<file path="src/rtl/jls_pkg.sv">
// ============================================================
// shared constants for the link status flag block
package jls_pkg;
  // register map
  localparam logic [15:0] JLS_STATUS_ADDR = 16'h006C; // link status flags
  // bit positions inside the status byte
  localparam int JLS_BIT_LINK = 6;  // link established
  localparam int JLS_BIT_SYNC = 5;  // resync request status
  localparam int JLS_BIT_PHASE = 4; // phase shift flag
  localparam int JLS_BIT_SEEN = 3;  // sysref seen
  localparam int JLS_BIT_LOCK = 2;  // loop lock
  localparam int JLS_BIT_CAL = 1;   // calibration done
  localparam int JLS_BIT_CLK = 0;   // sample clock present
  // reset values
  localparam logic JLS_SYNC_RST = 1'b1;  // idle: no request
  localparam logic JLS_FLAG_RST = 1'b0;  // sticky flags start clear
  localparam logic [7:0] JLS_RDATA_RST = 8'h00;
  // a request must stand this many local frame clocks
  localparam logic [2:0] JLS_SYNC_FRAMES = 3'h4;
  // sample width and offset binary midscale bit
  localparam int JLS_SMP_W = 14;
  localparam int JLS_SMP_MSB = 13;
  localparam logic [13:0] JLS_SMP_RST = 14'h0000;
  // synchronisation states
  typedef enum logic [2:0] {
    JLS_ST_IDLE,  // no request pending
    JLS_ST_SYNC,  // request accepted, code group sync running
    JLS_ST_ILAS,  // alignment sequence on the lane
    JLS_ST_DATA   // user data flowing
  } jls_state_e;
endpackage : jls_pkg

</file>
<file path="src/rtl/jls_link_status_flags.sv">
// Behaviour
// - resync flag clears when request is taken
// - request must persist four frame clocks
// - resync flag follows internal state, not pin
// - phase flag set only on real shift
// - writing one clears phase flag
// - sysref rising edge sets seen flag
// - writing one clears seen flag
// - clock loss clears seen and phase flags
// - bit two shows loop lock
// - bit one shows calibration complete
// - bit zero shows sample clock present
// - two's complement or offset binary sample coding
// - link flag after sync, alignment, data
// - resync source is pin or software level
module jls_link_status_flags
  import jls_pkg::*;
(
  input wire logic clk_sys,
  input wire logic rst,
  // configuration port
  input wire logic [15:0] cfg_addr,
  input wire logic cfg_wr,
  input wire logic [7:0] cfg_wdata,
  input wire logic cfg_rd,
  output logic [7:0] cfg_rdata,
  // resync source selection from the control register
  input wire logic resync_source_sel,
  input wire logic software_resync_level,
  // link side
  input wire logic syncb_pin_n,
  input wire logic sysref,
  input wire logic lfc_tick,
  input wire logic phase_adjust,
  input wire logic ilas_done,
  input wire logic data_valid,
  // converter side status
  input wire logic pll_locked,
  input wire logic cal_complete,
  input wire logic sample_clock_input,
  input wire logic sysref_detect_enable,
  // sample coding
  input wire logic offset_binary_sel,
  input wire logic [13:0] sample_in,
  output logic [13:0] sample_out,
  output logic internal_syncb_n,
  output logic link_established
);
  // ============================================================
  // state and flag storage
  jls_state_e state_q, state_d;
  logic sync_flag_q, sync_flag_d;       // 1 = no request
  logic phase_shift_flag_q, phase_shift_flag_d;
  logic seen_flag_q, seen_flag_d;
  logic link_q, link_d;
  logic sysref_prev_q;                  // for edge detect
  logic syncb_q;                        // selected resync level
  logic [7:0] rdata_q, rdata_d;
  logic [13:0] sample_q, sample_d;

  // ============================================================
  // decode
  logic syncb_sel;      // selected source, low = request
  logic req_valid;      // request persisted
  logic sysref_rise;
  logic status_hit;
  logic wr_hit;
  logic clr_phase;
  logic clr_seen;
  logic set_phase;
  logic set_seen;
  logic [7:0] status_byte;

  // ============================================================
  // shared flag rule
  // both write-one-to-clear flags follow the same priority: a missing
  // clock clears, then a hardware set, then a software clear; a set
  // must win over a clear so that no event is lost between reads
  function automatic logic jls_sticky_next(input logic clk_ok,
                                           input logic set_ev,
                                           input logic clr_ev,
                                           input logic cur);
    logic nxt;
    nxt = cur;
    if (!clk_ok) begin
      nxt = 1'b0;
    end else if (set_ev) begin
      nxt = 1'b1;
    end else if (clr_ev) begin
      nxt = 1'b0;
    end
    return nxt;
  endfunction

  // pin when select is 0, software level when select is 1
  assign syncb_sel = resync_source_sel ? software_resync_level
                                       : syncb_pin_n;
  assign status_hit = (cfg_addr == JLS_STATUS_ADDR);
  assign wr_hit = cfg_wr && status_hit;
  assign clr_phase = wr_hit && cfg_wdata[JLS_BIT_PHASE];
  assign clr_seen = wr_hit && cfg_wdata[JLS_BIT_SEEN];
  // detection is gated by the host enable; the host only enables it
  // after calibration, so no cal gate is duplicated here
  assign sysref_rise = sysref && !sysref_prev_q && sysref_detect_enable;
  assign set_seen = sysref_rise && sample_clock_input;
  assign set_phase = set_seen && phase_adjust;

  // persistence filter on the selected request level
  jls_sync_filter u_filter (
    .clk_sys(clk_sys),
    .rst(rst),
    .syncb_n(syncb_q),
    .lfc_tick(lfc_tick),
    .req_valid(req_valid)
  );

  // ============================================================
  // synchronisation state machine
  always_comb begin
    state_d = state_q;
    unique case (state_q)
      // idle until a persisted request arrives
      JLS_ST_IDLE: begin
        if (req_valid) begin
          state_d = JLS_ST_SYNC;
        end
      end
      // sync runs until the receiver releases the request
      JLS_ST_SYNC: begin
        if (syncb_q) begin
          state_d = JLS_ST_ILAS;
        end
      end
      // alignment sequence; a new request restarts sync
      JLS_ST_ILAS: begin
        if (req_valid) begin
          state_d = JLS_ST_SYNC;
        end else if (ilas_done) begin
          state_d = JLS_ST_DATA;
        end
      end
      // data; a new request restarts sync
      JLS_ST_DATA: begin
        if (req_valid) begin
          state_d = JLS_ST_SYNC;
        end
      end
    endcase
  end

  // flag is the state, not the pin, so it can lag the pin
  assign sync_flag_d = (state_d != JLS_ST_SYNC);
  assign link_d = (state_d == JLS_ST_DATA) && data_valid;

  // sticky flags: set wins over a software clear, clock loss wins over
  // both since no alignment can be trusted without a clock
  assign phase_shift_flag_d = jls_sticky_next(sample_clock_input,
                                              set_phase,
                                              clr_phase,
                                              phase_shift_flag_q);
  assign seen_flag_d = jls_sticky_next(sample_clock_input,
                                       set_seen,
                                       clr_seen,
                                       seen_flag_q);

  // read value assembled from live state
  assign status_byte = {1'b0,
                        link_q,
                        sync_flag_q,
                        phase_shift_flag_q,
                        seen_flag_q,
                        pll_locked,
                        cal_complete,
                        sample_clock_input};
  assign rdata_d = (cfg_rd && status_hit) ? status_byte :
                   cfg_rd ? JLS_RDATA_RST : rdata_q;

  // offset binary is two's complement with the top bit inverted
  assign sample_d = offset_binary_sel ?
                    {~sample_in[JLS_SMP_MSB], sample_in[JLS_SMP_MSB-1:0]} :
                    sample_in;

  // ============================================================
  // state register
  always_ff @(posedge clk_sys or posedge rst) begin
    if (rst) begin
      state_q <= JLS_ST_IDLE;
      sync_flag_q <= JLS_SYNC_RST;
      link_q <= JLS_FLAG_RST;
      syncb_q <= JLS_SYNC_RST;
    end else begin
      state_q <= state_d;
      sync_flag_q <= sync_flag_d;
      link_q <= link_d;
      syncb_q <= syncb_sel;
    end
  end

  // flag registers
  always_ff @(posedge clk_sys or posedge rst) begin
    if (rst) begin
      phase_shift_flag_q <= JLS_FLAG_RST;
      seen_flag_q <= JLS_FLAG_RST;
      sysref_prev_q <= 1'b0;
    end else begin
      phase_shift_flag_q <= phase_shift_flag_d;
      seen_flag_q <= seen_flag_d;
      sysref_prev_q <= sysref;
    end
  end

  // read data and sample registers
  always_ff @(posedge clk_sys or posedge rst) begin
    if (rst) begin
      rdata_q <= JLS_RDATA_RST;
      sample_q <= JLS_SMP_RST;
    end else begin
      rdata_q <= rdata_d;
      sample_q <= sample_d;
    end
  end

  assign cfg_rdata = rdata_q;
  assign sample_out = sample_q;
  assign internal_syncb_n = syncb_q;
  assign link_established = link_q;

  // ============================================================
  // checks
  // resync flag mirrors the state register, never the pin
  a_sync_flag_state: assert property (
    @(posedge clk_sys) disable iff (rst)
    sync_flag_q == (state_q != JLS_ST_SYNC))
    else $error("resync flag disagrees with state");
  // sync only starts from a request that the filter let through
  a_sync_needs_req: assert property (
    @(posedge clk_sys) disable iff (rst)
    $fell(sync_flag_q) |-> $past(req_valid))
    else $error("sync started without persisted request");
  // phase flag only rises with an edge that really moved the clocks
  a_phase_only_shift: assert property (
    @(posedge clk_sys) disable iff (rst)
    $rose(phase_shift_flag_q) |-> $past(phase_adjust) && $past(sysref_rise))
    else $error("phase flag set without shift");
  // write one clears the phase flag unless a set lands in the same cycle
  a_phase_w1c: assert property (
    @(posedge clk_sys) disable iff (rst)
    clr_phase && !set_phase |=> !phase_shift_flag_q)
    else $error("phase flag not cleared by write one");
  // writing zero to the phase bit leaves a set flag alone
  a_phase_keep_zero: assert property (
    @(posedge clk_sys) disable iff (rst)
    wr_hit && !cfg_wdata[JLS_BIT_PHASE] && phase_shift_flag_q &&
    sample_clock_input |=> phase_shift_flag_q)
    else $error("writing zero changed phase flag");
  // a processed rising edge always leaves the seen flag up
  a_seen_on_edge: assert property (
    @(posedge clk_sys) disable iff (rst)
    set_seen |=> seen_flag_q)
    else $error("sysref edge did not set seen flag");
  // write one clears the seen flag unless a set lands in the same cycle
  a_seen_w1c: assert property (
    @(posedge clk_sys) disable iff (rst)
    clr_seen && !set_seen |=> !seen_flag_q)
    else $error("seen flag not cleared by write one");
  // writing zero to the seen bit leaves a set flag alone
  a_seen_keep_zero: assert property (
    @(posedge clk_sys) disable iff (rst)
    wr_hit && !cfg_wdata[JLS_BIT_SEEN] && seen_flag_q && sample_clock_input
    |=> seen_flag_q)
    else $error("writing zero changed seen flag");
  // without a clock neither alignment flag may survive
  a_clock_loss_clear: assert property (
    @(posedge clk_sys) disable iff (rst)
    !sample_clock_input |=> !seen_flag_q && !phase_shift_flag_q)
    else $error("flags survive clock loss");
  // live status bits are captured as they stood at the read edge
  a_read_status: assert property (
    @(posedge clk_sys) disable iff (rst)
    cfg_rd && status_hit |=> cfg_rdata[JLS_BIT_LOCK] == $past(pll_locked) &&
    cfg_rdata[JLS_BIT_CAL] == $past(cal_complete) &&
    cfg_rdata[JLS_BIT_CLK] == $past(sample_clock_input))
    else $error("status read mismatch");
  // link bit only while data flows after alignment
  a_link_after_ilas: assert property (
    @(posedge clk_sys) disable iff (rst)
    link_established |-> state_q == JLS_ST_DATA)
    else $error("link up outside data state");
  // link bit never stands without valid data on the lane
  a_link_needs_valid: assert property (
    @(posedge clk_sys) disable iff (rst)
    link_established |-> $past(data_valid))
    else $error("link up without valid data");
  // offset binary differs from two's complement in the top bit only
  a_sample_code: assert property (
    @(posedge clk_sys) disable iff (rst)
    1'b1 |=> sample_out[JLS_SMP_MSB] ==
    ($past(sample_in[JLS_SMP_MSB]) ^ $past(offset_binary_sel)))
    else $error("sample coding wrong");
  // internal resync level follows the selected source one cycle later
  a_source_select: assert property (
    @(posedge clk_sys) disable iff (rst)
    1'b1 |=> internal_syncb_n == ($past(resync_source_sel) ?
    $past(software_resync_level) : $past(syncb_pin_n)))
    else $error("resync source wrong");
  // main scenarios worth seeing at least once
  c_link_up: cover property (@(posedge clk_sys) disable iff (rst)
    $rose(link_established));
  c_resync: cover property (@(posedge clk_sys) disable iff (rst)
    state_q == JLS_ST_DATA ##1 state_q == JLS_ST_SYNC);
  c_phase_set: cover property (@(posedge clk_sys) disable iff (rst)
    $rose(phase_shift_flag_q));
  c_seen_set: cover property (@(posedge clk_sys) disable iff (rst)
    $rose(seen_flag_q));
  c_clock_loss: cover property (@(posedge clk_sys) disable iff (rst)
    seen_flag_q ##1 !sample_clock_input);
endmodule // jls_link_status_flags

</file>
<file path="src/rtl/jls_sync_filter.sv">
// ============================================================
// request persistence filter: counts local frame ticks while
// the resync request stays low
module jls_sync_filter
  import jls_pkg::*;
(
  input wire logic clk_sys,
  input wire logic rst,
  input wire logic syncb_n,   // internal resync level, low = request
  input wire logic lfc_tick,  // one pulse per local frame clock
  output logic req_valid      // request has persisted long enough
);
  logic [2:0] cnt_q; // frames seen with request held
  logic [2:0] cnt_d;
  logic req_valid_q;
  logic req_valid_d;

  // count saturates at the threshold; any release restarts it
  assign cnt_d = syncb_n ? 3'h0 :
                 (lfc_tick && cnt_q != JLS_SYNC_FRAMES) ?
                 3'(cnt_q + 3'h1) : cnt_q;
  assign req_valid_d = !syncb_n && (cnt_d == JLS_SYNC_FRAMES);
  assign req_valid = req_valid_q;

  // counter register
  always_ff @(posedge clk_sys or posedge rst) begin
    if (rst) begin
      cnt_q <= 3'h0;
      req_valid_q <= 1'b0;
    end else begin
      cnt_q <= cnt_d;
      req_valid_q <= req_valid_d;
    end
  end

  // ============================================================
  // checks
  a_req_needs_frames: assert property (
    @(posedge clk_sys) disable iff (rst)
    $rose(req_valid) |-> cnt_q == JLS_SYNC_FRAMES)
    else $error("request accepted before four frames");
  a_req_drops_release: assert property (
    @(posedge clk_sys) disable iff (rst)
    syncb_n |=> !req_valid)
    else $error("request held after release");
endmodule // jls_sync_filter

</file>
<file path="config.mk">
export PLATFORM = sky130hd
export DESIGN_NAME = jls_link_status_flags
export DESIGN_NICKNAME = d
export VERILOG_FILES = /design/src/rtl/jls_pkg.sv /design/src/rtl/jls_link_status_flags.sv /design/src/rtl/jls_sync_filter.sv
export SDC_FILE = /design/constraint.sdc
export NUM_CORES = 1
export LEC_CHECK = 0
export BUFFER_PORTS_ARGS = -buffer_cell sky130_fd_sc_hd__buf_2
export CORE_MARGIN = 1
export CORE_UTILIZATION = 48
export CTS_BUF_LIST = sky130_fd_sc_hd__clkbuf_4
export CTS_CLUSTER_SIZE = 14
export DETAILED_ROUTE_END_ITERATION = 7
export GPL_ROUTABILITY_DRIVEN = 0
export PLACE_DENSITY = 0.87
export SLEW_MARGIN = 20
export SYNTH_ARGS = -nofsm -noshare
export SYNTH_HDL_FRONTEND = slang
export SYNTH_HIERARCHICAL = 1
export SYNTH_SLANG_ARGS = --single-unit
</file>
<file path="constraint.sdc">
create_clock -name clk_sys -period 1.9 [get_ports clk_sys]
set_input_delay 0.19 -clock clk_sys [delete_from_list [all_inputs] [get_ports clk_sys]]
set_output_delay 0.19 -clock clk_sys [all_outputs]
set_load 0.005 [all_outputs]
</file>
# After elaboration in Yosys (flattened, before gate mapping)
# Cells that the tools add are included.
[word_totals]
regBits = 35
output_inout_bits = 24
word_cells = 56
[op_classes]
add_sub_neg = 1
n_eq_ne = 10
muxes = 17
bitwise = 1
reduce_logical = 16
[op_table]
columns = ["op", "n"]
rows = [
  ["3-bit two-way mux", 6],
  ["16-bit by 7-bit == test with 1-bit output, second input constant", 1],
  ["8-bit two-way mux", 2],
  ["14-bit two-way mux", 1],
  ["1-bit logical AND", 11],
  ["3-bit by 2-bit == test with 1-bit output, second input constant", 3],
  ["3-bit by 1-bit != test with 1-bit output, second input constant", 3],
  ["3-bit one-hot mux with 3 select lines", 1],
  ["1-bit two-way mux", 7],
  ["3-bit by 1-bit adder with 3-bit output, second input constant", 1],
  ["3-bit by 1-bit == test with 1-bit output, second input constant", 1],
  ["3-bit == test, second input constant", 1],
  ["3-bit zero test", 1],
  ["3-bit != test, second input constant", 1],
  ["1-bit zero test", 2],
  ["2-bit nonzero test", 1],
  ["2-bit OR reduction", 1],
  ["1-bit inverter", 1],
]

# Longest topological paths before layout
[depth]
word_depth = 7
ltp_mapped = 5
ltp_nobuf = 5

# By module
# The synthesis kept the hierarchy.
[by_module_without_submodules]
columns = ["mod", "instances", "cells_per_inst", "area_per_inst_um2", "seq_area_each_um2"]
rows = [
  ["jls_link_status_flags", 1, 86, 1129.8, 753.2],
  ["jls_sync_filter", 1, 20, 224.0, 100.1],
]

# Least setup slack after synthesis
# OpenSTA, ideal clock, no wires.
[synth_path]
kind = "flip-flop to flip-flop"
startpoint = "reg u_filter.cnt_q[0]"
endpoint = "reg u_filter.req_valid_q, in the netlist u_filter/req_valid"
t_arrival_ps = 1155
setup_slack_ps = 680
stages_incl_launch_ff = 6
path_buffers = 0
path_cell_list = "dfrtp_1 > inv_1 > ha_1 > a21boi_2 > nor3b_2 > o21a_1"
[synth_via]
elab_chain_cells = 6
word_cells_on_any_way = 7
cone_classes = "add/sub (1); eq/ne (2); mux (2); reduce/logical (2)"
[synth_lines]
columns = ["item", "line", "rtl"]
rows = [
  ["start: declaration", "jls_sync_filter.sv:13", "logic [2:0] cnt_q;"],
  ["start signal: assignment", "jls_sync_filter.sv:31", "cnt_q <= cnt_d;"],
  ["branches (longest 2 deep; another with 3-bit by 1-bit adder with 3-bit output)", "n/a", ""],
  ["3-bit two-way mux *", "jls_sync_filter.sv:20", "(lfc_tick && cnt_q != JLS_SYNC_FRAMES) ?"],
  ["3-bit two-way mux *", "jls_sync_filter.sv:19", "assign cnt_d = syncb_n ? 3'h0 :"],
  ["3-bit == test *", "jls_sync_filter.sv:22", "assign req_valid_d = !syncb_n && (cnt_d == JLS_SYNC_FRAMES);"],
  ["1-bit logical AND *", "jls_sync_filter.sv:22", ""],
  ["named net u_filter.req_valid_d", "jls_sync_filter.sv:16", "logic req_valid_d;"],
  ["end signal: assignment", "jls_sync_filter.sv:32", "req_valid_q <= req_valid_d;"],
  ["end: declaration", "jls_sync_filter.sv:15", "logic req_valid_q;"],
]
# Mark *: on every way through the listed nets, which the timed path passes.
# A chain may end at the register's enable or synchronous reset.

# Worst setup path after layout
# Same ends and word-level chain as after synthesis.

==> qor.yml <==
core_area_um2: 2570
die_w_um: 55.1
numPortBuffers: 71
drtIter0Drc: 22
fin_setup_tns_ns: 0
cts-resized-gates: 0
cp.arrival_ns: 1.64
grt.total_usage_pct: 22.1
synth-seq-area-share_pct: 63.0
hold_viol: 0
power.density_nw_per_um2: 828
area_growth_pct: 45.7
vias_per_cell: 4.99
std_cell_rows: 18
yosysUniqueCellTypes: 37
hpwl_um: 2070
rsz0062_at_grt: "false"
postCtsSetupRepairBufs: 0
synth-edff-count: 0
ir_worst_vdd_mv: 0.702
dr.pass1.iters: 5
grt_antenna_before_repair: 0
p_leak_nw: 1.02
setup_viol: 0
cp-end-kind: "flip-flop"
slew_violations: 0
cts_buffers: 5
avgRoutedWirePerCell_um: 13.3
synth_warnings: 6
num_vias: 1142
grt_overflow: 0
min_path_type: "in2reg"
async_flop_share_pct: 100
dp.cells: 206
fin_nets: 255
fmax_ghz: 0.729
syn_area_per_cell_um2: 12.8
cts_tree: "yes"
clockRootBuffer: "clkbuf_4"
grt_max_degree: 31
syn-instance-count: 106
critPathKind: "reg2reg"
clk_latency_ns: 0.32
drc_errors: 0
diodes: 0
finalCriticalPeriod_ns: 1.37
mostFrequentLayoutCell: "buf_2"
finClkSkew_ns: 0.00308
synth_nets: 163
maxCapViolCount: 0
die_h_um: 55.1
layout_common_cells: "71 x buf_2, 32 x dfrtp_1, 15 x dlygate4sd3_1"
final_cells: 229
cp-start-kind: "flip-flop"
cp_max_fo: 4
cts_buffer_depth: 2
drive_gt1_share_pct: 45.2
cp.required_ns: 2.17
hold_buffers: 15
start_util_pct: 52.7
io_pins: 79
die-area_um2: 3040
synth_area_um2: 1350
antenna_left: 0
grt_pass1_wl_um: 4520
grt_pass1_vias: 1134
clock-sinks: 34
htreeDepth: 2
status: "finished, final reports clean"
ys_seq_elements: 34
fin_crit_sh_pct: 72.2
ys.flop_type: "dfrtp_1"
clk_pin_slew_ns: 0.10
wirelength_um: 3040
flip-flops by register name, indices dropped and copies added (netlist names), 3 cells and up:
signal / cells
sample_out: 14
cfg_rdata: 7
u_filter/cnt_q: 3
state_q: 3
cell usage after synthesis, types with 2 or more instances:
| cell type | number | area share, % |
|---|---|---|
| nand2_1 | 11 | 3.0 |
| nor2b_1 | 2 | 0.92 |
| dfstp_2 | 2 | 3.9 |
| ha_1 | 2 | 1.8 |
| dfrtp_1 | 32 | 59 |
| nor4_4 | 2 | 3.1 |
| nor2_1 | 3 | 0.83 |
| and4b_1 | 2 | 1.5 |
| nand2b_1 | 3 | 1.4 |
| inv_1 | 13 | 3.6 |
| a21oi_1 | 2 | 0.74 |
| o22ai_1 | 7 | 3.2 |
per-stage QoR:
step	hold WS, ns	util [%]	setup slack, ns	area [µm²]	power, mW
detailed placement	0.0953	67.9	0.551	1740	1.11
floorplan	-0.0439	-	0.680	1350	0.991
CTS	0.0274	76.8	0.521	1970	1.64
finish	0.0369	76.8	0.528	1970	1.63
global route	0.0188	76.8	0.449	1970	1.72
global placement	0.0873	67.9	0.627	1740	1.09
final cells by class:
cell class | count | area, µm²
Clock buffer | 6 | 45.0
Clock inverter | 2 | 33.8
Fill cell | 188 | 596
Inverter | 14 | 52.6
Multi-Input combinational cell | 56 | 437
Sequential cell | 34 | 853
Tap cell | 30 | 37.5
Timing Repair Buffer | 87 | 513
metal layers:
layer	GRT usage [%]	up-vias	routed length, µm
met1	20.8	546	1140
met4	5.00	0	14
met5	0	-	0
li1	-	541	-
met3	7.65	3	168
met2	44.4	52	1720
report_power, final:
part,internal (mW),switching (mW)
Combinational,0.152,0.131
Sequential,0.795,0.0405
Clock,0.288,0.226
path summary, 6_finish.rpt:
check	slack (ns)	cells past startpoint	startpoint	to
worst max-delay path	0.53	5	u_filter/cnt_q[0]$_DFF_PP0_	u_filter/req_valid$_DFF_PP0_
worst min-delay path	0.04	2	sample_in[13]	sample_out[13]$_DFF_PP0_
worst max register to register	0.53	5	u_filter/cnt_q[0]$_DFF_PP0_	u_filter/req_valid$_DFF_PP0_
worst min register to register	0.50	2	sync_flag_q$_DFF_PP1_	cfg_rdata[5]$_DFFE_PP0P_
max in group asynchronous	1.11	4	rst	internal_syncb_n$_DFF_PP1_
min in group asynchronous	0.29	3	rst	u_filter/cnt_q[1]$_DFF_PP0_
cell families after synthesis:
family,Yosys count,share of synthesized area [%]
mux,2,1.57
other cells,1,0.277
flops,34,63.0
simple gates,31,17.7
buf+inv,16,4.71
fa+ha+maj,2,1.85
compound gates,18,9.61
xor+xnor,2,1.29
critical path: stages, from the launching register on:
cell      delay (ns)
dfrtp_1         0.42
inv_1           0.09
ha_1            0.22
a21boi_2        0.23
nor3b_2         0.21
o21a_1          0.14
No activity file was read; power rests on OpenSTA's default activity.
